$ cat src/nalu_pkg.sv
/*
  Package for the nibble accumulator logic unit: operation codes, field widths,
  reset values and port index constants shared by the datapath and its port latches.
  Assumes the instruction sequencer decodes instruction words into these codes.
*/

package nalu_pkg;

  localparam int NIB_W      = 4;
  localparam int WORD_W     = 10;
  localparam int PAGE_W     = 2;
  localparam int PAIR_W     = 8;
  localparam int ADDR_W     = PAGE_W + PAIR_W;
  localparam int PORT_IDX_W = 3;
  localparam int PORT_NUM   = 5;
  localparam int MSB        = 3;
  localparam int ROM_HI_MSB = 7;
  localparam int ROM_HI_LSB = 4;
  localparam int ROM_LO_MSB = 3;
  localparam int ROM_LO_LSB = 0;

  localparam logic [3:0] ACC_RST   = 4'h0;
  localparam logic       CARRY_RST = 1'b0;
  localparam logic [3:0] PORT_RST  = 4'h0;
  localparam logic [3:0] NIB_ONE   = 4'h1;
  localparam logic [3:0] NIB_ZERO  = 4'h0;

  typedef enum logic [3:0] {
    NALU_OP_NOP,
    NALU_OP_AND,
    NALU_OP_OR,
    NALU_OP_XOR,
    NALU_OP_INC,
    NALU_OP_ROT,
    NALU_OP_ROTZ,
    NALU_OP_PIN,
    NALU_OP_POUT
  } nalu_op_e;

  typedef enum logic [1:0] {
    NALU_SRC_REG,
    NALU_SRC_ROM_HI,
    NALU_SRC_ROM_LO,
    NALU_SRC_IMM
  } nalu_src_e;

endpackage

$ cat src/nalu_core.sv
/*
  Nibble accumulator datapath: logic operations, increment, rotations, port
  input and output, and the indirect program memory address.
  Assumes the sequencer presents one decoded operation per cycle with a strobe,
  and that register, program word and port inputs are stable on the same clock.
  The reset request output is expected to reach the device reset logic outside.
*/
`timescale 1ns/1ps
`default_nettype none

module nalu_core (
  // Clock and reset.
  input  wire logic                                 core_clk,
  input  wire logic                                 srst,
  // Decoded operation from the sequencer.
  input  wire logic                                 op_valid,
  input  wire nalu_pkg::nalu_op_e                   op_code,
  input  wire nalu_pkg::nalu_src_e                  op_src,
  // Operand sources.
  input  wire logic [nalu_pkg::NIB_W-1:0]           reg_nibble,
  input  wire logic [nalu_pkg::WORD_W-1:0]          rom_word,
  input  wire logic [nalu_pkg::NIB_W-1:0]           imm_nibble,
  // Indirect address sources.
  input  wire logic [nalu_pkg::PAGE_W-1:0]          rom_page_select,
  input  wire logic [nalu_pkg::NIB_W-1:0]           pair_high_nibble,
  input  wire logic [nalu_pkg::NIB_W-1:0]           pair_low_nibble,
  // Port selection and pins.
  input  wire logic                                 port_group,
  input  wire logic [nalu_pkg::PORT_IDX_W-1:0]      port_idx,
  input  wire logic [2*nalu_pkg::PORT_NUM*nalu_pkg::NIB_W-1:0] port_pins_in,
  // Results.
  output logic      [nalu_pkg::NIB_W-1:0]           acc,
  output logic                                      carry_flag,
  output logic                                      device_reset_req,
  output logic      [nalu_pkg::ADDR_W-1:0]          rom_addr,
  output logic      [2*nalu_pkg::PORT_NUM*nalu_pkg::NIB_W-1:0] port_out
);

  localparam int NW = nalu_pkg::NIB_W;
  localparam int PW = 2*nalu_pkg::PORT_NUM*NW;

  // ------------------------------------------------------------
  // Pin synchroniser
  // ------------------------------------------------------------
  // Port pins are asynchronous; two stages before the accumulator sees them.
  // Reads therefore see a pin change two edges late, which the sequencer allows for.
  logic [PW-1:0] pin_s1_r;
  logic [PW-1:0] pin_s2_r;

  always_ff @(posedge core_clk)
  begin
    if (srst)
    begin
      pin_s1_r <= '0;
      pin_s2_r <= '0;
    end
    else
    begin
      pin_s1_r <= port_pins_in;
      pin_s2_r <= pin_s1_r;
    end
  end

  // ------------------------------------------------------------
  // Operand selection
  // ------------------------------------------------------------
  // Only the program word bits 7..0 are ever tapped; 9 and 8 are dropped.
  // The immediate source also serves the OR immediate form, whose carry is cleared.
  wire [NW-1:0] rom_hi = rom_word[nalu_pkg::ROM_HI_MSB:nalu_pkg::ROM_HI_LSB];
  wire [NW-1:0] rom_lo = rom_word[nalu_pkg::ROM_LO_MSB:nalu_pkg::ROM_LO_LSB];

  wire [NW-1:0] operand = (op_src == nalu_pkg::NALU_SRC_REG)    ? reg_nibble :
                          (op_src == nalu_pkg::NALU_SRC_ROM_HI) ? rom_hi :
                          (op_src == nalu_pkg::NALU_SRC_ROM_LO) ? rom_lo :
                                                                  imm_nibble;

  // Selecting one nibble from the flat port vector, used for both groups.
  function automatic logic [NW-1:0] pick_port(input logic [PW-1:0] vec,
                                              input logic          grp,
                                              input logic [nalu_pkg::PORT_IDX_W-1:0] idx);
    int sel;
    sel = int'(grp) * nalu_pkg::PORT_NUM + int'(idx);
    if (idx >= nalu_pkg::PORT_IDX_W'(nalu_pkg::PORT_NUM))
      pick_port = nalu_pkg::NIB_ZERO;
    else
      pick_port = vec[sel*NW +: NW];
  endfunction

  wire [NW-1:0] port_value = pick_port(pin_s2_r, port_group, port_idx);

  // ------------------------------------------------------------
  // Datapath state
  // ------------------------------------------------------------
  // Declared ahead of the result wires that read them.
  // The reset request register holds for one cycle only, so a single zero
  // rotate cannot lock the datapath in reset.
  logic [NW-1:0] acc_r;
  logic [NW-1:0] acc_nxt;
  logic          carry_r;
  logic          carry_nxt;
  logic          rst_req_r;
  logic          rst_req_nxt;

  // ------------------------------------------------------------
  // Arithmetic and logic results
  // ------------------------------------------------------------
  // Carry for AND and XOR is the AND of the two sign bits, per source.
  // Increment carry comes from the truncated sum, so fifteen plus one sets it.
  wire          a3       = acc_r[nalu_pkg::MSB];
  wire          and_cy   = a3 & operand[nalu_pkg::MSB];
  wire [NW-1:0] inc_val  = NW'(acc_r + nalu_pkg::NIB_ONE);
  wire [NW-1:0] rot_val  = {acc_r[NW-2:0], a3};
  wire          acc_zero = (acc_r == nalu_pkg::NIB_ZERO);

  // ------------------------------------------------------------
  // Next-state decode
  // ------------------------------------------------------------
  always_comb
  begin
    acc_nxt     = acc_r;
    carry_nxt   = carry_r;
    rst_req_nxt = 1'b0;
    if (op_valid)
    begin
      case (op_code)
        nalu_pkg::NALU_OP_AND:
        begin
          acc_nxt   = acc_r & operand;
          carry_nxt = and_cy;
        end
        nalu_pkg::NALU_OP_OR:
        begin
          acc_nxt   = acc_r | operand;
          carry_nxt = 1'b0;
        end
        nalu_pkg::NALU_OP_XOR:
        begin
          acc_nxt   = acc_r ^ operand;
          carry_nxt = and_cy;
        end
        nalu_pkg::NALU_OP_INC:
        begin
          acc_nxt   = inc_val;
          carry_nxt = (inc_val == nalu_pkg::NIB_ZERO);
        end
        nalu_pkg::NALU_OP_ROT:
        begin
          acc_nxt   = rot_val;
          carry_nxt = a3;
        end
        nalu_pkg::NALU_OP_ROTZ:
        begin
          // A zero accumulator raises the reset request instead of rotating.
          // Accumulator and carry hold here; the request clears both one edge later.
          if (acc_zero)
            rst_req_nxt = 1'b1;
          else
          begin
            acc_nxt   = rot_val;
            carry_nxt = a3;
          end
        end
        nalu_pkg::NALU_OP_PIN:
          acc_nxt = port_value;
        // No-op and port output leave the accumulator and carry alone.
        default:
        begin
          acc_nxt   = acc_r;
          carry_nxt = carry_r;
        end
      endcase
    end
  end

  // ------------------------------------------------------------
  // State registers
  // ------------------------------------------------------------
  // The reset request also clears the datapath so a pulse leaves known state.
  // The trade is that any op issued in the request cycle is lost; the
  // sequencer is being reset at that point anyway.
  always_ff @(posedge core_clk)
  begin
    if (srst || rst_req_r)
    begin
      acc_r     <= nalu_pkg::ACC_RST;
      carry_r   <= nalu_pkg::CARRY_RST;
      rst_req_r <= 1'b0;
    end
    else
    begin
      acc_r     <= acc_nxt;
      carry_r   <= carry_nxt;
      rst_req_r <= rst_req_nxt;
    end
  end

  assign acc              = acc_r;
  assign carry_flag       = carry_r;
  assign device_reset_req = rst_req_r;

  // Indirect address is combinational from registered sources upstream.
  // Page bits sit on top, the register zero pair below them.
  assign rom_addr = {rom_page_select, pair_high_nibble, pair_low_nibble};

  // ------------------------------------------------------------
  // Port output latches
  // ------------------------------------------------------------
  // An op met in the reset-request cycle is discarded, port writes included,
  // so the latches agree with the accumulator that the sequencer sees.
  // The latch takes the accumulator as it stands before this edge's update.
  wire pout_wr = op_valid && !rst_req_r && (op_code == nalu_pkg::NALU_OP_POUT);

  nalu_port_latch u_latch (
    .core_clk (core_clk),
    .srst     (srst),
    .wr_en    (pout_wr),
    .wr_group (port_group),
    .wr_idx   (port_idx),
    .wr_data  (acc_r),
    .port_out (port_out)
  );

endmodule

`default_nettype wire

$ cat src/nalu_port_latch.sv
/*
  Output latches for the two port nibble groups, one nibble per valid index.
  Assumes writes come from the datapath on the same clock; unused indexes ignore writes.
*/
`timescale 1ns/1ps
`default_nettype none

module nalu_port_latch (
  // Clock and reset.
  input  wire logic                                core_clk,
  input  wire logic                                srst,
  // Write request.
  input  wire logic                                wr_en,
  input  wire logic                                wr_group,
  input  wire logic [nalu_pkg::PORT_IDX_W-1:0]     wr_idx,
  input  wire logic [nalu_pkg::NIB_W-1:0]          wr_data,
  // Latched port values, group 0 then group 1.
  output logic      [2*nalu_pkg::PORT_NUM*nalu_pkg::NIB_W-1:0] port_out
);

  // ------------------------------------------------------------
  // Latch array
  // ------------------------------------------------------------
  // Index 2 has no pin, so its slot never loads and stays at reset.
  genvar g;
  generate
    for (g = 0; g < 2*nalu_pkg::PORT_NUM; g++)
    begin : g_lat
      logic [nalu_pkg::NIB_W-1:0] lat_r;
      wire                        hit = wr_en && (wr_group == (g / nalu_pkg::PORT_NUM))
                                        && (int'(wr_idx) == (g % nalu_pkg::PORT_NUM))
                                        && ((g % nalu_pkg::PORT_NUM) != 2);
      always_ff @(posedge core_clk)
      begin
        if (srst)
          lat_r <= nalu_pkg::PORT_RST;
        else if (hit)
          lat_r <= wr_data;
      end
      assign port_out[g*nalu_pkg::NIB_W +: nalu_pkg::NIB_W] = lat_r;
    end
  endgenerate

endmodule

`default_nettype wire

$ cat config.mk
export PLATFORM = sky130hd
export DESIGN_NAME = nalu_core
export DESIGN_NICKNAME = d
export VERILOG_FILES = /design/src/nalu_pkg.sv /design/src/nalu_core.sv /design/src/nalu_port_latch.sv
export SDC_FILE = /design/constraint.sdc
export NUM_CORES = 1
export LEC_CHECK = 0
export ABC_AREA = 1
export BUFFER_PORTS_ARGS = -buffer_cell sky130_fd_sc_hd__buf_4
export CAP_MARGIN = 30
export CORE_MARGIN = 10
export CORE_UTILIZATION = 55
export CTS_CLUSTER_SIZE = 14
export DETAILED_ROUTE_END_ITERATION = 10
export PLACE_DENSITY = 0.83
export SETUP_SLACK_MARGIN = 0.3
export SYNTH_ARGS = -nofsm -noshare
export SYNTH_HDL_FRONTEND = slang
export SYNTH_HIERARCHICAL = 1
export SYNTH_SLANG_ARGS = --single-unit
$ cat constraint.sdc
create_clock -name core_clk -period 3.2 [get_ports core_clk]
set_input_delay 0.64 -clock core_clk [delete_from_list [all_inputs] [get_ports core_clk]]
set_output_delay 0.64 -clock core_clk [all_outputs]
set_load 0.01 [all_outputs]
==> qor.yml <==
job:
  cap_violations: 0
timing:
  tightest_slew_ns: 0.909
  fin_crit_ns: 2.27
  hold_viol_final: 0
  period_share: 0.709
  maxClockFrequency_ghz: 0.441
  tns_ns: 0
  maxSlewViolCount: 0
  rsz0062_at_grt: "false"
  skew_ns: 0.0123
  layout_setup_ws_ns: 0.932
  finalSetupViolCount: 0
  slew_headroom: 0.393
cells_and_area:
  fin_nets: 915
  drive_gt1_frac: 0.195
  multi_input_area_sq_um: 2050
  register_area_sq_um: 2360
  utilization: 0.705
  layout.cells.non_filler: 942
  fillers: 708
  area_growth_syn_to_layout_pct: 26.3
  antenna_cells: 0
routing:
  wl_per_cell_um: 12.6
  drt_wl_total_um: 11900
  drt_first_pass_iters: 6
  drc: 0
  vias_per_cell: 4.84
  ant_nets: 0
  dr.first_iter.drc_count: 309
  vias: 4557
power_and_ir_drop:
  p_per_area_nw_per_um2: 589
  finalPower_uw: 3800
  ir_drop_v: 0.000467
  p_leak_uw: 0.00329
logic_synthesis:
  synth_cells: 726
  ys_top_cells_by_area: "dfxtp_1 (46%), nor2_1 (13%), nand2_1 (10%)"
  ys_seq_area_frac: 0.463
  synth_area_sq_um: 5110
  async_reset_ff_frac: 0
  synth_edf_count: 0
  ys_types: 31
  synth_top_area_frac: 0.463
  ys.warnings.count: 6
  synthFlopType: "dfxtp_1"
  yosysMostFrequentCell: "nor2_1"
  synth_largest_area_cell: "dfxtp_1"
  synthTopCellsByCount: "nor2_1 (171), nand2_1 (140), inv_1 (122), dfxtp_1 (118), nand3_1 (58)"
  synth.avg_cell_area_sq_um: 7.03
  ys_seq_elements: 118
place:
  place_worst_setup_slack_ns: 0.474
  place.gp.congestion: 0.823
  portBuffers: 106
  dp_hpwl_um: 8500
  dp.cells: 912
critical_path:
  critPathCaptureType: "flip-flop"
  r2r_cells: 7
  rrSetupSlack_ns: 1.24
  crit_chain: "buf_4 > nor2_2 > nand3_1 > nor3_1 > nand2_1 > inv_1 > nand3_1 > nand2_1 > nand2_1 > nor2_1"
  critPathMaxFanout: 14
  crit_slowest_cell: "nor3_1"
  cpPeakStageDelay_ns: 0.44
  startpoint_type: "input port"
  crit_buf_inv: 2
  cp_top_family: "simple AND/OR/NAND/NOR gates"
  crit_start: "op_code[1]"
  cp.arrival_ns: 2.71
  crit_path_frequent_cell: "nand2_1"
  reg2reg_to: "u_latch/g_lat[9].lat_r[3]$_SDFFE_PP0P_"
  cp_data_required_time_ns: 3.64
  r2r_start: "device_reset_req$_SDFF_PP0_"
  worstSetupPathType: "in -> reg"
global_routing:
  gr-total-overflow: 0
  grt_pass1_vias: 4468
  grt.total_usage: 0.177
  antenna_found_initial: 0
  grt_max_degree: 82
  grt_pass1_wl_um: 19400
clock_network:
  clk_latency_ns: 0.51
  postCtsSetupBuffers: 0
  cts_tree: "yes"
  cts_made_buffers: 17
  clkTransAtPathRegs_ns: 0.05
  cts_buffer_depth: 2
  cts_resized: 0
  clock_sinks: 118
  cts-root-buf: "clkbuf_8"
  cts-hold-fix-buffers: 0
  h-tree-depth: 4
die:
  dieArea_sq_um: 13500
  die_y_um: 116
  start_util: 0.558
  num_rows: 35
  ios: 137
  die_w_um: 116
  coreArea_sq_um: 9150
hold_path:
  holdCritStartpoint: "port_pins_in[27]"
  min_path_type: "in -> reg"
  hold_depth: 3
  holdPathEnd: "pin_s1_r[27]$_SDFF_PP0_"
status:
  status: "complete, no violations"
-- worst max path at each step --
stage	end	slack (ns)	cells after the start
finish	u_latch/g_lat[9].lat_r[3]$_SDFFE_PP0P_	0.93	10
global route	u_latch/g_lat[9].lat_r[3]$_SDFFE_PP0P_	0.71	10
CTS	u_latch/g_lat[9].lat_r[3]$_SDFFE_PP0P_	0.98	10
detailed placement	u_latch/g_lat[9].lat_r[3]$_SDFFE_PP0P_	0.47	10
global placement	u_latch/g_lat[9].lat_r[2]$_SDFFE_PP0P_	0.62	10
floorplan	acc[1]$_SDFFE_PP0P_	1.25	12
-- power breakdown --
| part | total (uW) | switching [uW] | internal, uW |
|---|---|---|---|
| registers | 1540 | 20.3 | 1520 |
| clock network | 1940 | 622 | 1310 |
| logic | 325 | 192 | 133 |
-- cells by family after synthesis --
logic type      after synthesis  synth area share
other cells                   1          0.000734
flops                       118             0.463
fa+ha+maj                    14            0.0343
buf+inv                     169             0.142
simple gates                397             0.328
compound gates               25            0.0287
xor+xnor                      2           0.00343
-- worst register-to-register path: stages (launching register included) --
cell and delay, ns:
dfxtp_1 0.32, nor3_1 0.47, nand2_1 0.14, inv_1 0.32, nand3_1 0.34, nand2_1 0.15, nand2_1 0.07, nor2_1 0.11
-- area by class of cell --
cell class	instances	area share
inverter	129	0.0751
sequential	118	0.366
tap	111	0.0215
multi-input combinational	446	0.317
clock inverter	9	0.0231
timing repair buffer	108	0.126
clock buffer	21	0.0712
-- routing by layer --
| layer | global-route usage | up-vias | wire, um |
|---|---|---|---|
| li1 | - | 2333 | - |
| met3 | 0.0519 | 29 | 928 |
| met4 | 0.0742 | 0 | 236 |
| met1 | 0.192 | 2013 | 4820 |
| met2 | 0.314 | 182 | 5910 |
| met5 | 0 | - | 0 |
-- cell usage in the layout, fill, tap and decap left out, types with 13 or more instances in the layout --
cell type / netlist / layout
nor2_1: 171 / 171
nand2_1: 140 / 140
inv_1: 122 / 122
dfxtp_1: 118 / 118
buf_4: 20 / 108
nand3_1: 58 / 58
clkbuf_16: 0 / 16
ha_1: 14 / 14
a21oi_1: 13 / 13
-- stage by stage --
step           hold WS (ns)  instance area [sq um]
6_report              0.327                   6450
3_5_place_dp          0.395                   5840
3_3_place_gp          0.395                   5840
4_1_cts               0.320                   6450
2_1_floorplan         0.388                   5130
5_1_grt               0.322                   6450
-- sequential cells by signal, summed over array words and instances, names as in the netlist --
signal,count
pin_s1_r,40
pin_s2_r,40
u_latch/g_lat.lat_r,32
acc,4
carry_flag,1
device_reset_req,1
(Power assumes the default switching activity.)
